<file path="config.mk">
export PLATFORM = sky130hd
export DESIGN_NAME = mcu_port_pin_control
export DESIGN_NICKNAME = d
export VERILOG_FILES = /design/src/verilog/port_ctl_pkg.sv /design/src/verilog/pin_if.sv /design/src/verilog/sync2.sv /design/src/verilog/gpio_port.sv /design/src/verilog/mcu_port_pin_control.sv
export SDC_FILE = /design/constraint.sdc
export NUM_CORES = 1
export LEC_CHECK = 0
export BUFFER_PORTS_ARGS = -buffer_cell sky130_fd_sc_hd__buf_4
export CAP_MARGIN = 15
export CORE_UTILIZATION = 50
export CTS_CLUSTER_DIAMETER = 30
export DETAILED_ROUTE_END_ITERATION = 10
export PLACE_DENSITY = 0.77
export SLEW_MARGIN = 0
export SYNTH_ARGS = -nofsm -noshare
export SYNTH_HDL_FRONTEND = slang
export SYNTH_HIERARCHICAL = 1
export SYNTH_SLANG_ARGS = --single-unit
</file>
<file path="constraint.sdc">
create_clock -name sys_clk -period 2.6 [get_ports sys_clk]
set_input_delay 0.13 -clock sys_clk [delete_from_list [all_inputs] [get_ports sys_clk]]
set_output_delay 0.13 -clock sys_clk [all_outputs]
set_load 0.01 [all_outputs]
</file>
<file path="src/verilog/port_ctl_pkg.sv">
// Shared constants and types of the port pin control block
package port_ctl_pkg;

    // Register bus geometry
    localparam int ADDR_W = 8;
    localparam int DATA_W = 8;

    // Register offsets
    localparam logic [7:0] OFF_BUS_HI_DATA = 8'h00;
    localparam logic [7:0] OFF_BUS_LO_DATA = 8'h01;
    localparam logic [7:0] OFF_BUS_HI_DIR = 8'h02;
    localparam logic [7:0] OFF_BUS_LO_DIR = 8'h03;
    localparam logic [7:0] OFF_CTL_DATA = 8'h08;
    localparam logic [7:0] OFF_CTL_DIR = 8'h09;
    localparam logic [7:0] OFF_CTL_ASSIGN = 8'h0a;
    localparam logic [7:0] OFF_MODE = 8'h0b;
    localparam logic [7:0] OFF_INT_CTL = 8'h1e;
    localparam logic [7:0] OFF_PULSE_DATA = 8'h56;
    localparam logic [7:0] OFF_PULSE_DIR = 8'h57;
    localparam logic [7:0] OFF_ANALOG_DATA = 8'h6f;
    localparam logic [7:0] OFF_TIMER_DATA = 8'hae;
    localparam logic [7:0] OFF_TIMER_DIR = 8'haf;
    localparam logic [7:0] OFF_SERIAL_DATA = 8'hd6;
    localparam logic [7:0] OFF_SERIAL_DIR = 8'hd7;
    localparam logic [7:0] OFF_LINK_DATA = 8'hfe;
    localparam logic [7:0] OFF_LINK_DIR = 8'hff;

    // Reset values
    localparam logic [7:0] DIR_RST = 8'h00;
    localparam logic [7:0] DATA_RST = 8'h00;
    localparam logic [7:0] ASSIGN_RST = 8'h00;
    localparam logic [7:0] INT_CTL_RST = 8'h00;

    // Field positions: assignment register, interrupt control, control port pins
    localparam int ASSIGN_RW_BIT = 2;
    localparam int ASSIGN_STRB_BIT = 3;
    localparam int ASSIGN_BUS_CLOCK_OUT_BIT = 4;
    localparam int ASSIGN_DBE_BIT = 7;
    localparam int INT_EN_BIT = 6;
    localparam int INT_EDGE_BIT = 7;
    localparam int CTL_NONMASKABLE_REQUEST_PIN_PIN = 0;
    localparam int CTL_IRQ_PIN = 1;
    localparam int CTL_MODA_PIN = 5;
    localparam int CTL_MODB_PIN = 6;
    localparam logic [7:0] CTL_DIR_MASK = 8'hfc;
    localparam logic [7:0] FULL_DIR_MASK = 8'hff;

    // Timing
    localparam int CLK_PERIOD_NS = 100;
    localparam int RESET_DRIVE_NS = 16000;
    localparam int RESET_DRIVE_CYCLES = (RESET_DRIVE_NS + CLK_PERIOD_NS - 1) / CLK_PERIOD_NS;
    localparam logic [1:0] SETTLE_DONE = 2'h3;

    // Operating modes, gray along single -> narrow -> wide -> peripheral
    typedef enum logic [1:0]
    {
        MODE_SINGLE = 2'b00,
        MODE_NARROW = 2'b01,
        MODE_WIDE = 2'b11,
        MODE_PERIPH = 2'b10
    } op_mode_t;

endpackage

</file>
<file path="src/verilog/pin_if.sv">
// Pin bundle between the top and one port slice
`timescale 1ns/1ns
interface pin_if #(parameter int W = 8);
    logic [W-1:0] pad_in;
    logic [W-1:0] pad_out;
    logic [W-1:0] pad_oe_n;
    modport port (input pad_in, output pad_out, output pad_oe_n);
    modport pad (output pad_in, input pad_out, input pad_oe_n);
endinterface

</file>
<file path="src/verilog/sync2.sv">
// Two flip-flop synchroniser for pin levels
`timescale 1ns/1ns
module sync2 #(parameter int W = 1)
(
    // Clock and reset
    input wire logic sys_clk,
    input wire logic resetn,
    // Levels
    input wire logic [W-1:0] async_in,
    output logic [W-1:0] sync_out
);
    logic [W-1:0] stage1_r;

    // First stage feeds only the second
    always_ff @(posedge sys_clk or negedge resetn)
    begin
        if (!resetn)
        begin
            stage1_r <= '0;
            sync_out <= '0;
        end
        else
        begin
            stage1_r <= async_in;
            sync_out <= stage1_r;
        end
    end
endmodule

</file>
<file path="src/verilog/gpio_port.sv">
// One port slice: output latch, direction, alternate override, read-back
`timescale 1ns/1ns
module gpio_port #(
    parameter int W = 8,
    parameter logic [W-1:0] DIR_MASK = '1
)
(
    // Clock and reset
    input wire logic sys_clk,
    input wire logic resetn,
    // Register side
    input wire logic [W-1:0] wr_data,
    input wire logic data_we,
    input wire logic dir_we,
    output logic [W-1:0] rd_data,
    output logic [W-1:0] dir_q,
    output logic [W-1:0] pin_level,
    // Alternate function side
    input wire logic [W-1:0] alt_en,
    input wire logic [W-1:0] alt_out,
    input wire logic [W-1:0] alt_oe,
    // Pins
    pin_if.port pins
);
    logic [W-1:0] latch_r;
    logic [W-1:0] dir_r;
    wire [W-1:0] drive_en;

    // Width check
    if (W < 1 || W > port_ctl_pkg::DATA_W)
    begin : g_bad_width
        $error("gpio_port width out of range");
    end

    // Latch and direction, all inputs out of reset
    always_ff @(posedge sys_clk or negedge resetn)
    begin
        if (!resetn)
        begin
            latch_r <= W'(port_ctl_pkg::DATA_RST);
            dir_r <= W'(port_ctl_pkg::DIR_RST);
        end
        else
        begin
            if (data_we)
                latch_r <= wr_data;
            if (dir_we)
                dir_r <= wr_data & DIR_MASK;
        end
    end

    // Pin level synchroniser
    sync2 #(.W(W)) u_sync (
        .sys_clk(sys_clk),
        .resetn(resetn),
        .async_in(pins.pad_in),
        .sync_out(pin_level)
    );

    // Alternate function overrides direction and latch
    assign drive_en = (alt_en & alt_oe) | (~alt_en & dir_r);
    assign pins.pad_oe_n = ~drive_en;
    assign pins.pad_out = (alt_en & alt_out) | (~alt_en & latch_r);
    assign dir_q = dir_r;
    // Outputs read the latch, inputs read the pin
    assign rd_data = (dir_r & latch_r) | (~dir_r & pin_level);
endmodule

</file>
<file path="src/verilog/mcu_port_pin_control.sv">
// Port pin control: register map, mode capture, alternate pin routing
`timescale 1ns/1ns
module mcu_port_pin_control #(
    parameter int RESET_DRIVE = port_ctl_pkg::RESET_DRIVE_CYCLES
)
(
    // Clock and reset
    input wire logic sys_clk,
    input wire logic resetn,
    // Register port
    input wire logic [7:0] reg_addr,
    input wire logic [7:0] reg_wdata,
    input wire logic reg_wr,
    input wire logic reg_rd,
    output logic [7:0] reg_rdata,
    // Bus port high pins
    input wire logic [7:0] bus_hi_in,
    output logic [7:0] bus_hi_out,
    output logic [7:0] bus_hi_oe_n,
    // Bus port low pins
    input wire logic [7:0] bus_lo_in,
    output logic [7:0] bus_lo_out,
    output logic [7:0] bus_lo_oe_n,
    // Control port pins
    input wire logic [7:0] ctl_in,
    output logic [7:0] ctl_out,
    output logic [7:0] ctl_oe_n,
    // Pulse port pins
    input wire logic [7:0] pulse_in,
    output logic [7:0] pulse_out,
    output logic [7:0] pulse_oe_n,
    // Timer port pins
    input wire logic [7:0] timer_in,
    output logic [7:0] timer_out,
    output logic [7:0] timer_oe_n,
    // Serial port pins
    input wire logic [7:0] serial_in,
    output logic [7:0] serial_out,
    output logic [7:0] serial_oe_n,
    // Link port pins
    input wire logic [7:0] link_in,
    output logic [7:0] link_out,
    output logic [7:0] link_oe_n,
    // Analog port pins, input only
    input wire logic [7:0] analog_port_pins,
    // Reset and debug pins
    input wire logic reset_pin_in,
    output logic reset_pin_out,
    output logic reset_pin_oe_n,
    input wire logic background_debug_pin,
    output logic bus_clock_out,
    // Internal bus master side
    input wire logic [15:0] ext_addr,
    input wire logic [15:0] ext_wdata,
    input wire logic ext_write,
    input wire logic byte_size_access_n,
    output logic [15:0] ext_rdata,
    // Fault sources and interrupt side
    input wire logic watchdog_timeout,
    input wire logic clock_monitor_fail,
    input wire logic irq_ack,
    output logic irq_request,
    output logic nonmaskable_request_pin_request,
    output logic reset_pin_low,
    output logic special_mode,
    output logic [1:0] op_mode,
    // Peripheral functions
    input wire logic [3:0] pwm_enable,
    input wire logic [3:0] pwm_out,
    input wire logic [7:0] timer_chan_en,
    input wire logic [7:0] timer_chan_out,
    input wire logic [7:0] timer_chan_oe,
    input wire logic sci_enable,
    input wire logic spi_enable,
    input wire logic [7:0] serial_alt_out,
    input wire logic [7:0] serial_alt_oe,
    input wire logic link_enable,
    input wire logic [7:0] link_alt_out,
    input wire logic [7:0] link_alt_oe,
    output logic [7:0] timer_level,
    output logic [7:0] serial_level,
    output logic [7:0] link_level
);
    localparam int PN = 7;
    localparam int CNT_W = $clog2(RESET_DRIVE + 1);

    // Range check on the reset stretch
    if (RESET_DRIVE < 1)
    begin : g_bad_drive
        $error("RESET_DRIVE must be at least one cycle");
    end

    // Port slice pins and register links, index: hi lo ctl pulse timer serial link
    pin_if #(.W(8)) pif [PN] ();
    logic [7:0] pin_in [PN];
    logic [7:0] alt_en [PN];
    logic [7:0] alt_out [PN];
    logic [7:0] alt_oe [PN];
    logic [7:0] port_rd [PN];
    logic [7:0] port_dir [PN];
    logic [7:0] port_lvl [PN];
    logic data_we [PN];
    logic dir_we [PN];
    logic data_hit [PN];
    logic dir_hit [PN];
    logic port_map [PN];
    logic [7:0] data_off [PN];
    logic [7:0] dir_off [PN];

    // Control state
    logic [7:0] assign_r;
    logic [7:0] int_ctl_r;
    logic [7:0] reg_rdata_nxt;
    logic bus_clock_out_r;
    logic [1:0] settle_r;
    logic init_done_r;
    logic special_r;
    port_ctl_pkg::op_mode_t mode_r;
    port_ctl_pkg::op_mode_t mode_nxt;
    logic irq_prev_r;
    logic irq_pend_r;
    logic [CNT_W-1:0] rst_cnt_r;
    logic background_debug_pin_lvl;

    // Pin in/out through the interface bundles
    assign pin_in[0] = bus_hi_in;
    assign pin_in[1] = bus_lo_in;
    assign pin_in[2] = ctl_in;
    assign pin_in[3] = pulse_in;
    assign pin_in[4] = timer_in;
    assign pin_in[5] = serial_in;
    assign pin_in[6] = link_in;
    assign bus_hi_out = pif[0].pad_out;
    assign bus_hi_oe_n = pif[0].pad_oe_n;
    assign bus_lo_out = pif[1].pad_out;
    assign bus_lo_oe_n = pif[1].pad_oe_n;
    assign ctl_out = pif[2].pad_out;
    assign ctl_oe_n = pif[2].pad_oe_n;
    assign pulse_out = pif[3].pad_out;
    assign pulse_oe_n = pif[3].pad_oe_n;
    assign timer_out = pif[4].pad_out;
    assign timer_oe_n = pif[4].pad_oe_n;
    assign serial_out = pif[5].pad_out;
    assign serial_oe_n = pif[5].pad_oe_n;
    assign link_out = pif[6].pad_out;
    assign link_oe_n = pif[6].pad_oe_n;

    // Register offsets per port
    assign data_off[0] = port_ctl_pkg::OFF_BUS_HI_DATA;
    assign data_off[1] = port_ctl_pkg::OFF_BUS_LO_DATA;
    assign data_off[2] = port_ctl_pkg::OFF_CTL_DATA;
    assign data_off[3] = port_ctl_pkg::OFF_PULSE_DATA;
    assign data_off[4] = port_ctl_pkg::OFF_TIMER_DATA;
    assign data_off[5] = port_ctl_pkg::OFF_SERIAL_DATA;
    assign data_off[6] = port_ctl_pkg::OFF_LINK_DATA;
    assign dir_off[0] = port_ctl_pkg::OFF_BUS_HI_DIR;
    assign dir_off[1] = port_ctl_pkg::OFF_BUS_LO_DIR;
    assign dir_off[2] = port_ctl_pkg::OFF_CTL_DIR;
    assign dir_off[3] = port_ctl_pkg::OFF_PULSE_DIR;
    assign dir_off[4] = port_ctl_pkg::OFF_TIMER_DIR;
    assign dir_off[5] = port_ctl_pkg::OFF_SERIAL_DIR;
    assign dir_off[6] = port_ctl_pkg::OFF_LINK_DIR;

    // Map presence: bus ports only in single chip, control port not in peripheral
    wire bus_in_map = (mode_r == port_ctl_pkg::MODE_SINGLE);
    wire ctl_in_map = (mode_r != port_ctl_pkg::MODE_PERIPH);
    wire expanded = (mode_r == port_ctl_pkg::MODE_NARROW) || (mode_r == port_ctl_pkg::MODE_WIDE);
    assign port_map[0] = bus_in_map;
    assign port_map[1] = bus_in_map;
    assign port_map[2] = ctl_in_map;
    assign port_map[3] = 1'b1;
    assign port_map[4] = 1'b1;
    assign port_map[5] = 1'b1;
    assign port_map[6] = 1'b1;

    // One slice per port
    for (genvar i = 0; i < PN; i++)
    begin : g_port
        assign pif[i].pad_in = pin_in[i];
        assign data_hit[i] = port_map[i] && (reg_addr == data_off[i]);
        assign dir_hit[i] = port_map[i] && (reg_addr == dir_off[i]);
        assign data_we[i] = reg_wr && data_hit[i];
        assign dir_we[i] = reg_wr && dir_hit[i];
        gpio_port #(
            .W(8),
            .DIR_MASK(i == 2 ? port_ctl_pkg::CTL_DIR_MASK : port_ctl_pkg::FULL_DIR_MASK)
        ) u_port (
            .sys_clk(sys_clk),
            .resetn(resetn),
            .wr_data(reg_wdata),
            .data_we(data_we[i]),
            .dir_we(dir_we[i]),
            .rd_data(port_rd[i]),
            .dir_q(port_dir[i]),
            .pin_level(port_lvl[i]),
            .alt_en(alt_en[i]),
            .alt_out(alt_out[i]),
            .alt_oe(alt_oe[i]),
            .pins(pif[i])
        );
    end

    // Analog port and debug pin synchronisers
    logic [7:0] analog_lvl;
    sync2 #(.W(9)) u_misc_sync (
        .sys_clk(sys_clk),
        .resetn(resetn),
        .async_in({background_debug_pin, analog_port_pins}),
        .sync_out({background_debug_pin_lvl, analog_lvl})
    );

    // Reset pin level synchroniser
    sync2 #(.W(1)) u_rst_sync (
        .sys_clk(sys_clk),
        .resetn(resetn),
        .async_in(~reset_pin_in),
        .sync_out(reset_pin_low)
    );

    // Expanded bus: address while clock low, data while high; in narrow mode the low byte carries address in both phases
    wire wide = (mode_r == port_ctl_pkg::MODE_WIDE);
    wire data_phase = bus_clock_out_r;
    wire [7:0] hi_byte = data_phase ? ext_wdata[15:8] : ext_addr[15:8];
    wire [7:0] lo_byte = (data_phase && wide) ? ext_wdata[7:0] : ext_addr[7:0];
    wire hi_drive = !data_phase || ext_write;
    wire lo_drive = !(data_phase && wide) || ext_write;
    assign alt_en[0] = {8{expanded}};
    assign alt_out[0] = hi_byte;
    assign alt_oe[0] = {8{hi_drive}};
    assign alt_en[1] = {8{expanded}};
    assign alt_out[1] = lo_byte;
    assign alt_oe[1] = {8{lo_drive}};
    assign ext_rdata = {port_lvl[0], port_lvl[1]};

    // Control port: assignment bits override direction
    wire low_byte_strobe = ~(ext_addr[0] ^ byte_size_access_n);
    wire dbe_n = ~bus_clock_out_r;
    assign alt_en[2] = {assign_r[port_ctl_pkg::ASSIGN_DBE_BIT] & expanded, 2'b00,
        assign_r[port_ctl_pkg::ASSIGN_BUS_CLOCK_OUT_BIT], assign_r[port_ctl_pkg::ASSIGN_STRB_BIT],
        assign_r[port_ctl_pkg::ASSIGN_RW_BIT], 2'b00};
    assign alt_out[2] = {dbe_n, 2'b00, bus_clock_out_r, low_byte_strobe, ~ext_write, 2'b00};
    assign alt_oe[2] = 8'hfc;

    // Pulse port: lower four pins follow enabled channels
    assign alt_en[3] = {4'h0, pwm_enable};
    assign alt_out[3] = {4'h0, pwm_out};
    assign alt_oe[3] = 8'h0f;

    // Timer port: channels take their pins when enabled
    assign alt_en[4] = timer_chan_en;
    assign alt_out[4] = timer_chan_out;
    assign alt_oe[4] = timer_chan_oe;
    assign timer_level = port_lvl[4];

    // Serial port: async on bits 1:0, sync on bits 7:4
    assign alt_en[5] = {{4{spi_enable}}, 2'b00, {2{sci_enable}}};
    assign alt_out[5] = serial_alt_out;
    assign alt_oe[5] = serial_alt_oe;
    assign serial_level = port_lvl[5];

    // Link port: link function wins over I/O
    assign alt_en[6] = {8{link_enable}};
    assign alt_out[6] = link_alt_out;
    assign alt_oe[6] = link_alt_oe;
    assign link_level = port_lvl[6];

    // Bus clock divider from the system clock
    always_ff @(posedge sys_clk or negedge resetn)
    begin
        if (!resetn)
            bus_clock_out_r <= 1'b0;
        else
            bus_clock_out_r <= ~bus_clock_out_r;
    end
    assign bus_clock_out = bus_clock_out_r;

    // Mode decode from strap levels
    always_comb
    begin
        mode_nxt = port_ctl_pkg::MODE_SINGLE;
        if (port_lvl[2][port_ctl_pkg::CTL_MODB_PIN] && port_lvl[2][port_ctl_pkg::CTL_MODA_PIN])
            mode_nxt = port_ctl_pkg::MODE_WIDE;
        else if (port_lvl[2][port_ctl_pkg::CTL_MODA_PIN])
            mode_nxt = port_ctl_pkg::MODE_NARROW;
        else if (port_lvl[2][port_ctl_pkg::CTL_MODB_PIN] && !background_debug_pin_lvl)
            mode_nxt = port_ctl_pkg::MODE_PERIPH;
    end

    // Straps caught once the synchronisers have settled after release
    always_ff @(posedge sys_clk or negedge resetn)
    begin
        if (!resetn)
        begin
            settle_r <= 2'h0;
            init_done_r <= 1'b0;
            special_r <= 1'b0;
            mode_r <= port_ctl_pkg::MODE_SINGLE;
        end
        else if (!init_done_r)
        begin
            settle_r <= settle_r + 2'h1;
            if (settle_r == port_ctl_pkg::SETTLE_DONE)
            begin
                init_done_r <= 1'b1;
                special_r <= ~background_debug_pin_lvl;
                mode_r <= mode_nxt;
            end
        end
    end
    assign special_mode = special_r;
    assign op_mode = mode_r;

    // Assignment and interrupt control registers
    wire assign_we = reg_wr && ctl_in_map && (reg_addr == port_ctl_pkg::OFF_CTL_ASSIGN);
    wire int_ctl_we = reg_wr && (reg_addr == port_ctl_pkg::OFF_INT_CTL);
    always_ff @(posedge sys_clk or negedge resetn)
    begin
        if (!resetn)
        begin
            assign_r <= port_ctl_pkg::ASSIGN_RST;
            int_ctl_r <= port_ctl_pkg::INT_CTL_RST;
        end
        else
        begin
            if (assign_we)
                assign_r <= reg_wdata;
            if (int_ctl_we)
                int_ctl_r <= reg_wdata;
        end
    end

    // Maskable request: falling edge latch or low level
    wire irq_lvl = port_lvl[2][port_ctl_pkg::CTL_IRQ_PIN];
    wire irq_fall = irq_prev_r && !irq_lvl;
    wire edge_mode = int_ctl_r[port_ctl_pkg::INT_EDGE_BIT];
    always_ff @(posedge sys_clk or negedge resetn)
    begin
        if (!resetn)
        begin
            irq_prev_r <= 1'b0;
            irq_pend_r <= 1'b0;
        end
        else
        begin
            irq_prev_r <= irq_lvl;
            if (irq_fall && edge_mode)
                irq_pend_r <= 1'b1;
            else if (irq_ack || !edge_mode)
                irq_pend_r <= 1'b0;
        end
    end
    assign irq_request = int_ctl_r[port_ctl_pkg::INT_EN_BIT]
        && (edge_mode ? irq_pend_r : !irq_lvl);
    assign nonmaskable_request_pin_request = init_done_r && !port_lvl[2][port_ctl_pkg::CTL_NONMASKABLE_REQUEST_PIN_PIN];

    // Reset pin pulled low for a stretch after a watchdog or clock fault
    always_ff @(posedge sys_clk or negedge resetn)
    begin
        if (!resetn)
            rst_cnt_r <= '0;
        else if (watchdog_timeout || clock_monitor_fail)
            rst_cnt_r <= CNT_W'(RESET_DRIVE);
        else if (rst_cnt_r != '0)
            rst_cnt_r <= rst_cnt_r - 1'b1;
    end
    assign reset_pin_out = 1'b0;
    assign reset_pin_oe_n = (rst_cnt_r == '0);

    // Read decode, unmapped reads return zero
    always_comb
    begin
        reg_rdata_nxt = 8'h00;
        if (data_hit[0])
            reg_rdata_nxt = port_rd[0];
        else if (data_hit[1])
            reg_rdata_nxt = port_rd[1];
        else if (data_hit[2])
            reg_rdata_nxt = port_rd[2];
        else if (data_hit[3])
            reg_rdata_nxt = port_rd[3];
        else if (data_hit[4])
            reg_rdata_nxt = port_rd[4];
        else if (data_hit[5])
            reg_rdata_nxt = port_rd[5];
        else if (data_hit[6])
            reg_rdata_nxt = port_rd[6];
        else if (dir_hit[0])
            reg_rdata_nxt = port_dir[0];
        else if (dir_hit[1])
            reg_rdata_nxt = port_dir[1];
        else if (dir_hit[2])
            reg_rdata_nxt = port_dir[2];
        else if (dir_hit[3])
            reg_rdata_nxt = port_dir[3];
        else if (dir_hit[4])
            reg_rdata_nxt = port_dir[4];
        else if (dir_hit[5])
            reg_rdata_nxt = port_dir[5];
        else if (dir_hit[6])
            reg_rdata_nxt = port_dir[6];
        else if (reg_addr == port_ctl_pkg::OFF_ANALOG_DATA)
            reg_rdata_nxt = analog_lvl;
        else if (ctl_in_map && reg_addr == port_ctl_pkg::OFF_CTL_ASSIGN)
            reg_rdata_nxt = assign_r;
        else if (reg_addr == port_ctl_pkg::OFF_INT_CTL)
            reg_rdata_nxt = int_ctl_r;
        else if (reg_addr == port_ctl_pkg::OFF_MODE)
            reg_rdata_nxt = {special_r, init_done_r, 4'h0, mode_r};
    end

    // Read data stands one cycle after the strobe
    always_ff @(posedge sys_clk or negedge resetn)
    begin
        if (!resetn)
            reg_rdata <= 8'h00;
        else if (reg_rd)
            reg_rdata <= reg_rdata_nxt;
        else
            reg_rdata <= 8'h00;
    end
endmodule

</file>
### Word level (Yosys, flattened, before mapping)

Cells that the tools add are included.

* add/sub/neg operators: 2
* eq/ne operators: 21
* muxes and demuxes: 31
* bitwise logic cells: 89
* reduce and logical (&&, ||, !) cells: 49

Operators by type and width (number)
* 8-bit AND: 39
* 8-bit 2-to-1 mux: 23
* 8-bit bitwise OR: 20
* 8-bit NOT: 19
* 8-bit == test, second input constant: 6
* 8-bit by 4-bit == test with 1-bit output, second input constant: 4
* 1-bit logical AND: 31
* 8-bit by 7-bit == test with 1-bit output, second input constant: 3
* 8-bit by 2-bit == test with 1-bit output, second input constant: 2
* 8-bit logical NOT: 2
* 8-bit by 1-bit == test with 1-bit output, second input constant: 1
* 8-bit by 5-bit == test with 1-bit output, second input constant: 1
* 4-bit NOT with 8-bit output: 1
* 4-bit by 8-bit bitwise OR with 8-bit output: 1
* 8-bit nonzero test: 1
* 8-bit by 1-bit subtractor with 8-bit output, second input constant: 1
* 1-bit logical NOT: 6
* 2-bit 2-to-1 mux: 3
* 1-bit NOT: 6
* 1-bit logical OR: 5
* 1-bit 2-to-1 mux: 5
* 4-bit AND: 1
* 2-bit == test, second input constant: 2
* 2-bit nonzero test: 2
* other kinds (7): 7

* bits in registers: 283
* input bits: 190
* output and inout port bits: 169
* logic and storage cells: 235

### Depth between registers and ports, before layout

Gate-level depths: netlist of run 1.

* depth after elaboration: 20
* depth in mapped cells: 8
* mapped depth without buffers: 7

### Cells and area by module

The synthesis of run 1 kept the hierarchy.

By module, submodules not included
* gpio_port (g_port[0].u_port ...): times used 6, cells each 58, area an instance 923.4 µm², sequential area each 400.4 µm²
* mcu_port_pin_control: times used 1, cells each 401, area an instance 3492.1 µm², sequential area each 1026.0 µm²
* sync2 (g_port[0].u_port.u_sync ...): times used 7, cells each 16, area an instance 400.4 µm², sequential area each 400.4 µm²
* gpio_port (g_port[2].u_port): times used 1, cells each 57, area an instance 842.1 µm², sequential area each 350.3 µm²
* sync2 (u_misc_sync): times used 1, cells each 18, area an instance 450.4 µm², sequential area each 450.4 µm²
* sync2 (u_rst_sync): times used 1, cells each 2, area an instance 50.0 µm², sequential area each 50.0 µm²

### Worst setup path before layout of run 1

No wires, ideal clock.

* kind: register to output
* start: reg mode_r[0] (netlist: op_mode[0])
* end: out bus_hi_out[0]
* arrival time: 2235 ps
* required time: 2470 ps
* setup slack: 235 ps
* cell stages (with the launch flop): 4
* path buffers: 2
* cell sequence: dfrtp_1 > clkbuf_1 > clkbuf_1 > mux2_2

RTL lines
* start: declaration: line mcu_port_pin_control.sv:118 `port_ctl_pkg::op_mode_t mode_r;`
* start signal: assignment: line mcu_port_pin_control.sv:297 `mode_r <= port_ctl_pkg::MODE_SINGLE;`
* start signal: assignment: line mcu_port_pin_control.sv:306 `mode_r <= mode_nxt;`
* end: declaration: line mcu_port_pin_control.sv:18 `output logic [7:0] bus_hi_out,`

==> results of run 1 <==
[kinds of logic (layout without fill, tap and decap cells)]
| group | Yosys count | in the layout | share of synthesized area (%) |
|---|---|---|---|
| AOI/OAI and AO/OA | 98 | 98 | 5.384 |
| xor gates and xnor gates | 5 | 5 | 0.3323 |
| adders and majority gates | 3 | 3 | 0.2849 |
| buffers and inverters | 57 | 590 | 2.611 |
| DFF | 283 | 283 | 53.74 |
| muxes | 334 | 334 | 31.18 |
| other | 3 | 47 | 0.08545 |
| and+or+nand+nor | 155 | 155 | 6.381 |
[critical path, stage by stage, from the launching register on]
cell and delay [ns]:
dfrtp_2 0.45, buf_4 0.48, and2_1 0.26, mux2_2 0.34, buf_4 0.15
[power groups by stage]
stage,Clock [mW],Combinational [mW],Sequential [mW]
after floorplan,0,0.563,4.78
final,7.24,1.37,4.76
after global placement,0,1.25,4.82
after global routing,7.55,1.47,4.78
after detailed placement,0,1.26,4.83
after CTS,7.33,1.37,4.76
[registers in the layout (all words and copies together), names as in the netlist, 2 cells and up]
name,count
assign_r,8
g_port.u_port/dir_q,54
g_port.u_port/latch_r,56
g_port.u_port/u_sync/stage1_r,56
g_port.u_port/u_sync/sync_out,56
int_ctl_r,8
op_mode,2
reg_rdata,8
rst_cnt_r,8
settle_r,2
u_misc_sync/stage1_r,9
u_misc_sync/sync_out,9
[placed cells by master, fill, tap and decap left out, drive strengths merged, types with 34 or more instances in the layout]
| cell type | synthesis | final |
|---|---|---|
| nand2 | 36 | 36 |
| conb | 3 | 47 |
| nor2 | 34 | 34 |
| buf | 31 | 400 |
| mux2 | 262 | 262 |
| dlygate4sd3 | 0 | 72 |
| dfrtp | 283 | 283 |
| mux2i | 70 | 70 |
| clkbuf | 12 | 60 |
| inv | 13 | 34 |
[layer usage]
layer,vias up,GRT usage (%)
li1,4493,-
met1,5073,39.94
met2,401,52.47
met3,86,5.556
met4,0,10.19
met5,-,0
[timing repair]
action | 4_1_cts | 5_1_grt
hold buffers | 72 | 0
setup endpoints to repair | 0 | 13
gates resized for setup | 0 | 1
endpoints found under the hold margin | 163 | 0
[final timing paths]
check                                                                   start                                            end  slack (ns)  cells after the start
worst max register to register                         op_mode[1]$_DFFE_PN0P_          g_port[1].u_port/dir_q[6]$_DFFE_PN0P_        0.34                      7
min in group asynchronous                                              resetn  g_port[4].u_port/u_sync/sync_out[6]$_DFF_PN0_        0.19                      2
max in group asynchronous                                              resetn  g_port[0].u_port/u_sync/stage1_r[1]$_DFF_PN0_        1.41                      3
worst min register to register  g_port[0].u_port/u_sync/stage1_r[5]$_DFF_PN0_  g_port[0].u_port/u_sync/sync_out[5]$_DFF_PN0_        0.34                      0
worst max-delay path                                   op_mode[0]$_DFFE_PN0P_                                     ctl_out[7]        0.22                      4
worst min-delay path                                             reg_wdata[4]        g_port[6].u_port/latch_r[4]$_DFFE_PN0P_        0.05                      2
[per-stage QoR]
stage,total power [mW],hold slack [ns],util (%),instances
2_1_floorplan,5.346,-0.1656,-,982
3_3_place_gp,6.065,0.1903,63.62,1674
3_5_place_dp,6.093,0.1932,63.62,1674
4_1_cts,13.45,0.02798,73.87,1850
5_1_grt,13.79,0.04330,73.89,1850
6_report,13.38,0.04703,73.89,1850
[cell type report]
cell class,instances,area share (%)
Multi-Input combinational cell,642,30.97
Tap cell,335,2.183
Sequential cell,283,36.89
Inverter,14,0.2737
Clock buffer,60,7.533
Timing Repair Buffer,472,19.56
Clock inverter,44,2.581
==> results.yml, run 1 <==
status:
  status: "finished, final reports clean"
pwr:
  vdd_drop_max_uv: 640.7
  power_density_nw_per_um2: 696.6
  combPwrFrac_pct: 10.3
  p_leak_nw: 9.220
  intPower_mw: 10.01
  power.share.clock_pct: 54.1
  p_sw_share_pct: 25.18
  seqPwrFrac_pct: 35.6
  switching_power_mw: 3.367
final_layout:
  fin_nets: 1661
  regArea_sq_um: 7083
  drive_gt1_share_pct: 51.75
  multi_input_area_sq_um: 5947
  num-fill-cells: 1688
  area_growth_pct: 45.70
  final_area_sq_um: 19200
  diodes: 0
synthesis:
  synth_most_common_cell: "dfrtp_1"
  async_flop_share_pct: 100.0
  ys_seq_area_share_pct: 53.74
  synthTopCellsByCount: "dfrtp_1 (283), mux2_2 (152), mux2_4 (110)"
  synthDistinctLibCells: 65
  ys_ff_latch: 283
  ys_warn_count: 6
  avgSynthCellArea_sq_um: 14.05
  synth.largest_area_cell: "dfrtp_1"
  synth_flop_cell: "dfrtp_1"
  syn_area_sq_um: 13180
  yosysTopAreaCellShare_pct: 53.74
  netlist_instances: 938
  ys_top_cells_by_area: "dfrtp_1 (54%), mux2_2 (13%), mux2_4 (13%), mux2i_1 (5.3%), buf_6 (1.2%)"
  synth_edf_count: 0
drt:
  first_iter_violations: 652
  finalWirelength_mm: 41.35
  vias: 10050
  drt-met1-wl_mm: 16.99
  wl_met2_mm: 20.67
  remaining_drc_errors: 0
  dr.max_layer_used: "met4"
  vias_per_cell: 5.434
  first_pass_iters: 5
  ant_nets: 0
  routedWlPerCell_microns: 22.35
  met3WireLength_mm: 2.666
sta:
  finalClockSkew_ns: 0.02480
  min_period_ns: 2.382
  worst_slew_pin_slew_ns: 0.7490
  setup_viol: 0
  fin_ws_ns: 0.2175
  slew_headroom_pct: 50.07
  hold_viol_final: 0
  setup_tns_ns: 0
  rsz0062_at_grt: "false"
  finalMaxSlewViolations: 0
  fmax_mhz: 419.7
  finalCritPeriodShare_pct: 91.63
setup_path:
  critical_path_class: "flop to primary output"
  cp-end-kind: "primary output"
  cp.arrival_ns: 2.25
  cp_max_fo: 35
  required_ns: 2.47
  cp-start-kind: "flop"
grt:
  grt_use_total_pct: 30.93
  grt_max_degree: 92
  grt_antenna_before_repair: 0
  grt_pass1_wl_mm: 61.71
  grt_overflow_total: 0
  grt_pass1_vias: 10540
clock_network:
  cts_sinks: 283
  clk_latency_ns: 0.56
  cts_inserted_buffers: 55
  cts_max_path_buffers: 3
  cts-root-buf: "clkbuf_16"
  postCtsSetupBuffers: 0
  htree_levels: 2
  cts.clk_slew.worst_paths_ns: 0.06
  cts_tree: "yes"
floorplan:
  die_area_sq_um: 27010
  row_count: 59
  io_pins: 359
  die_y_microns: 164.3
  die_w_microns: 164.3
  core_area_sq_um: 25980
  initial_core_util_pct: 50.71
placement:
  preCtsSetupSlack_ns: 0.3652
  io_buffers: 355
  gp_congestion: 0.9272
  post_dp_cell_area_sq_um: 16530
  hpwl_mm: 28.74
min_path:
  hold_path_class: "primary input to flop"
flow_run:
  max_cap_viol_count: 0
(Power assumes the default switching activity.)
==> run 2, diff against run 1 <==
- SYNTH_HIERARCHICAL: 1 -> default
==> results.yml, run 2 <==
status:
  status: "finished, final reports clean"
synthesis:
  netlist_instances: 1005
  synthSimpleGateAreaFrac_pct: 8.219
  yosysTopAreaCellShare_pct: 56.87
  avgSynthCellArea_sq_um: 12.39
  synth_mux_area_share_pct: 21.99
  syn_area_sq_um: 12450
  synth_flop_cell: "dfrtp_1"
  synth_compound_area_share_pct: 8.821
  synthTopCellsByCount: "dfrtp_1 (283), mux2_2 (173), mux2i_1 (79)"
  synth_most_common_cell: "dfrtp_1"
  synthDistinctLibCells: 70
  synth_fa_ha_area_share_pct: 0.3014
  ys_seq_area_share_pct: 56.87
  synth_top_family_by_area: "multiplexers"
  async_flop_share_pct: 100.0
  synth.largest_area_cell: "dfrtp_1"
  ys_ff_latch: 283
  synth_edf_count: 0
  ys_warn_count: 0
  synth_xor_area_share_pct: 0.4220
  ys_top_cells_by_area: "dfrtp_1 (57%), mux2_2 (16%), mux2i_1 (6.3%), o21ai_0 (2.3%), nand2_1 (1.8%)"
grt:
  grt_use_total_pct: 33.46
  grt_pass1_wl_mm: 63.80
  grt_pass1_vias: 10730
  grt_overflow_total: 0
  grt_antenna_before_repair: 0
  grt_max_degree: 82
final_layout:
  drive_gt1_share_pct: 44.29
  layout_common_cells: "buf_4 (376), dfrtp_1 (282), mux2_2 (173)"
  largest_registers: "g_port.u_port.latch_r (56), g_port.u_port.u_sync.stage1_r (56), g_port.u_port.u_sync.sync_out (56)"
  diodes: 0
  postLayoutCoreUtil_pct: 72.84
  final_common_cell: "buf_4"
  area_growth_pct: 42.66
  fin_nets: 1638
  stdcell_count: 1805
sta:
  finalClockSkew_ns: 0.03222
  min_period_ns: 2.514
  rsz0062_at_grt: "false"
  hold_viol_final: 0
  slew_headroom_pct: 58.12
  finalMaxSlewViolations: 0
  worst_slew_pin_slew_ns: 0.6281
  fin_ws_ns: 0.08569
  setup_tns_ns: 0
  finalCritPeriodShare_pct: 96.70
  fmax_mhz: 397.7
  setup_viol: 0
setup_path:
  cp-start-kind: "flop"
  critical_path_class: "flop to primary output"
  cp_max_fo: 5
  timing.rr.end: "g_port[0].u_port.dir_q[2]$_DFFE_PN0P_"
  reg2reg_from: "op_mode[1]$_DFFE_PN0P_"
  cp-startpoint: "rst_cnt_r[5]$_DFFE_PN0P_"
  rr_worst_depth: 5
  required_ns: 2.47
  r2r_slack_ns: 0.32
  cp-end-kind: "primary output"
  cp.arrival_ns: 2.38
drt:
  finalWirelength_mm: 42.70
  remaining_drc_errors: 0
  vias: 10210
  first_pass_iters: 6
  ant_nets: 0
  first_iter_violations: 731
  vias_per_cell: 5.657
  routedWlPerCell_microns: 23.66
placement:
  io_buffers: 351
  gp_congestion: 0.9289
  preCtsSetupSlack_ns: 0.3481
  hpwl_mm: 30.38
  placedCellCount: 1645
min_path:
  worstHoldPathCells: 3
  hold_path_class: "primary input to flop"
  hp-start: "reg_wdata[3]"
  holdPathEnd: "g_port[5].u_port.dir_q[3]$_DFFE_PN0P_"
pwr:
  power_density_nw_per_um2: 693.0
  p_leak_nw: 8.613
  vdd_drop_max_uv: 639.2
floorplan:
  core_area_sq_um: 24390
  die_area_sq_um: 25540
  die_y_microns: 159.8
  row_count: 57
  io_pins: 359
  die_w_microns: 159.8
  initial_core_util_pct: 51.06
flow_run:
  max_cap_viol_count: 0
clock_network:
  cts_max_path_buffers: 3
  cts-root-buf: "clkbuf_16"
  postCtsSetupBuffers: 0
  clk_latency_ns: 0.56
  cts_inserted_buffers: 50
  cts_sinks: 283
  cts.clk_slew.worst_paths_ns: 0.06
  cts_tree: "yes"
  htree_levels: 2
-- run 2: logic make-up after synthesis --
group	Yosys count
adder cells (fa/ha/maj)	3
multiplexers	252
AO/OA/AOI/OAI	172
XOR/XNOR	6
other	2
buffers and inverters	85
flip-flops	283
AND/OR/NAND/NOR	202
-- run 2: worst max path at each step --
stage / endpoint / cells past startpoint
after global routing: reset_pin_oe_n / 4
after floorplan: reg_rdata[0]$_DFF_PN0_ / 9
after global placement: reg_rdata[4]$_DFF_PN0_ / 8
after CTS: reset_pin_oe_n / 4
after detailed placement: reg_rdata[4]$_DFF_PN0_ / 7
final: reset_pin_oe_n / 4
-- run 2: where the power goes --
part / leakage [nW] / internal, mW / switching, mW
Combinational: 4.22 / 0.662 / 0.626
Sequential: 3.59 / 4.61 / 0.153
Clock: 0.804 / 3.97 / 2.29
-- run 2: area by class of cell --
cell class / instances / area, sq um
clock buffers: 57 / 1349
clock inverters: 31 / 302.8
fillers: 1665 / 6625
inverters: 22 / 85.08
multi-input cells: 638 / 4962
flip-flops and latches: 283 / 7083
well taps: 324 / 405.4
repair buffers: 450 / 3578
-- run 2: timing repair --
| action | CTS | global route |
|---|---|---|
| gates resized for setup | 0 | 1 |
| hold buffers | 72 | 0 |
| endpoints found under the setup margin | 0 | 1 |
| endpoints found under the hold margin | 153 | 0 |
-- run 2: metal layers --
metal  track usage [%]  wire length (microns)  up-vias
met2             57.48                  21430      477
li1                  -                      -     4531
met4             10.95                   1258        0
met5                 0                      0        -
met3             6.390                   3013       80
met1             42.69                  17000     5122
-- run 2: metrics by stage --
step                hold WS, ns  instance area (sq um)  power (mW)
floorplan               -0.1656                  12460       5.278
finish                  0.02324                  17770       12.31
CTS                    0.002511                  17770       12.36
global route            0.03381                  17770       12.68
detailed placement       0.1534                  15390       6.012
global placement         0.1466                  15390       5.986
-- run 2: worst max-delay path, cell delays in order (launching register included) --
cell     delay, ns
dfrtp_1       0.40
or4_1         0.56
or4b_1        0.58
inv_2         0.15
buf_4         0.14
==> run 3, diff against run 2 <==
- BUFFER_PORTS_ARGS: -buffer_cell sky130_fd_sc_hd__buf_4 -> default
- DONT_BUFFER_PORTS: default -> 1
- PLACE_DENSITY: 0.77 -> 0.65
==> results.yml, run 3 (same netlist as run 2, synthesis figures left out) <==
pwr:
  power.total_mw: 12.78
  intPower_mw: 9.776
  seqPwrFrac_pct: 37.5
  p_leak_nw: 7.028
  combPwrFrac_pct: 5.5
  p_sw_share_pct: 23.49
  switching_power_mw: 3.002
  power.share.clock_pct: 57.0
  power_density_nw_per_um2: 827.8
  vdd_drop_max_uv: 631.7
setup_path:
  cp.arrival_ns: 2.38
  cp_max_fo: 49
  crit_path_max_incr_delay_ns: 0.52
  required_ns: 2.47
  path_common_cell: "inv_1"
  cp-end-kind: "primary output"
  cp-start-kind: "flop"
  cp_slowest_cell: "or3_1"
  path_cells: "buf_12 > inv_1 > or3_1 > inv_1 > nand2_1 > o21ai_0"
  critical_path_class: "flop to primary output"
placement:
  placedCellCount: 1280
  hpwl_mm: 27.16
  io_buffers: 0
  gp_congestion: 0.9262
drt:
  routedWlPerCell_microns: 26.65
  first_pass_iters: 6
  first_iter_violations: 792
  remaining_drc_errors: 0
  ant_nets: 0
  vias_per_cell: 6.014
  finalWirelength_mm: 39.09
  vias: 8823
sta:
  slew_headroom_pct: 25.52
  hold_slack_ns: -0.7197
  setup_viol: 0
  rsz0062_at_grt: "true"
  finalCritPeriodShare_pct: 96.35
  min_period_ns: 2.505
  worst_slew_pin_slew_ns: 1.117
  finalClockSkew_ns: 0.01195
  finalMaxSlewViolations: 0
  fmax_mhz: 399.2
  hold_viol_final: 283
min_path:
  hold_path_class: "primary input to asynchronous set/reset pin"
grt:
  grt_overflow_total: 0
  grt_antenna_before_repair: 2
  grt_pass1_vias: 9046
  grt_max_degree: 284
  grt_pass1_wl_mm: 57.20
  grt_use_total_pct: 30.56
clock_network:
  cts.clk_slew.worst_paths_ns: 0.05
  clk_latency_ns: 0.56
  cts_max_path_buffers: 3
  cts-root-buf: "clkbuf_16"
  cts_inserted_buffers: 55
  cts_sinks: 283
  htree_levels: 2
  hold_buffers: 83
  cts_tree: "yes"
final_layout:
  fin_nets: 1289
  layout_common_cells: "dfrtp_1 (282), mux2_2 (173), dlygate4sd3_1 (83)"
  largest_registers: "g_port.u_port.latch_r (56), g_port.u_port.u_sync.stage1_r (56), g_port.u_port.u_sync.sync_out (56)"
  area_growth_pct: 23.94
  stdcell_count: 1467
  drive_gt1_share_pct: 26.62
  final_common_cell: "dfrtp_1"
flow_run:
  max_cap_viol_count: 0
floorplan:
  core_area_sq_um: 24390
  initial_core_util_pct: 51.06
  die_y_microns: 159.8
  die_w_microns: 159.8
  io_pins: 359
  die_area_sq_um: 25540
  row_count: 57
status:
  violations: "hold timing"
  status: "complete, but fails checks"
[run 3: cell types whose count changed in the layout (fill, tap and decap cells not counted), moves of 2 or more]
cell,before,now
buf_4,376,12
dlygate4sd3_1,72,83
o21ai_0,56,49
bufinv_16,2,8
o21ai_1,1,7
clkbuf_16,51,55
clkinv_4,5,9
inv_6,5,8
inv_8,3,0
clkbuf_1,1,3
[run 3: power by group through the flow]
stage	clock network, mW	logic [mW]	registers [mW]
detailed placement	0	0.543	4.86
floorplan	0	0.492	4.79
global route	7.59	0.753	4.81
finish	7.28	0.708	4.79
CTS	7.37	0.700	4.79
global placement	0	0.538	4.86
[run 3: layout make-up]
type	count	area [sq um]
clock buffers	62	1443
multi-input cells	638	4966
well taps	324	405.4
flip-flops and latches	283	7083
fillers	1881	8956
clock inverters	41	509.2
diodes	1	2.502
repair buffers	96	940.9
inverters	22	85.08
[run 3: metal layers]
layer  track usage (%)  share of wire [%]
met1             37.89                 39
met2             50.66                 49
met3             8.494                8.8
met4             12.34                3.3
met5                 0                  0
[run 3: critical path, delay by kind of cell, from the launching register on]
family | cells | cell delay, ns
simple gates | 2 | 0.70
buf+inv | 3 | 0.45
flops | 1 | 0.40
compound gates | 1 | 0.26
[run 3: what timing repair did]
action | CTS | global route
endpoints found under the hold margin | 492 | 283
setup buffers | 0 | 0
resized for setup | 1 | 11
setup endpoints to repair | 8 | 8
[run 3: path summary, 6_finish.rpt]
kind / start / to / slack (ns) / cells after the start
setup / recovery: op_mode[0]$_DFFE_PN0P_ / bus_lo_oe_n[6] / 0.09 / 6
hold / removal: resetn / u_misc_sync.sync_out[1]$_DFF_PN0_ / -0.72 / 0
setup reg to reg: op_mode[0]$_DFFE_PN0P_ / reg_rdata[0]$_DFF_PN0_ / 0.24 / 8
hold reg to reg: g_port[6].u_port.u_sync.stage1_r[3]$_DFF_PN0_ / g_port[6].u_port.u_sync.sync_out[3]$_DFF_PN0_ / 0.34 / 0
max in group asynchronous: resetn / g_port[6].u_port.latch_r[5]$_DFFE_PN0P_ / 2.40 / 0
min in group sys_clk: reg_wr / g_port[4].u_port.latch_r[1]$_DFFE_PN0P_ / 0.01 / 2
[run 3: per-stage QoR]
| step | hold slack [ns] | utilization [%] | worst slack [ns] | setup TNS [ns] | area [sq um] |
|---|---|---|---|---|---|
| 3_3_place_gp | -0.1577 | 51.80 | 0.3839 | 0 | 12630 |
| 2_1_floorplan | -0.1656 | - | 0.5665 | 0 | 12460 |
| 3_5_place_dp | -0.1573 | 51.80 | 0.3214 | 0 | 12630 |
| 5_1_grt | -0.7374 | 63.27 | -0.04659 | -0.3012 | 15430 |
| 6_report | -0.7197 | 63.28 | 0.09491 | 0 | 15430 |
| 4_1_cts | -0.7364 | 63.22 | 0.02171 | 0 | 15420 |
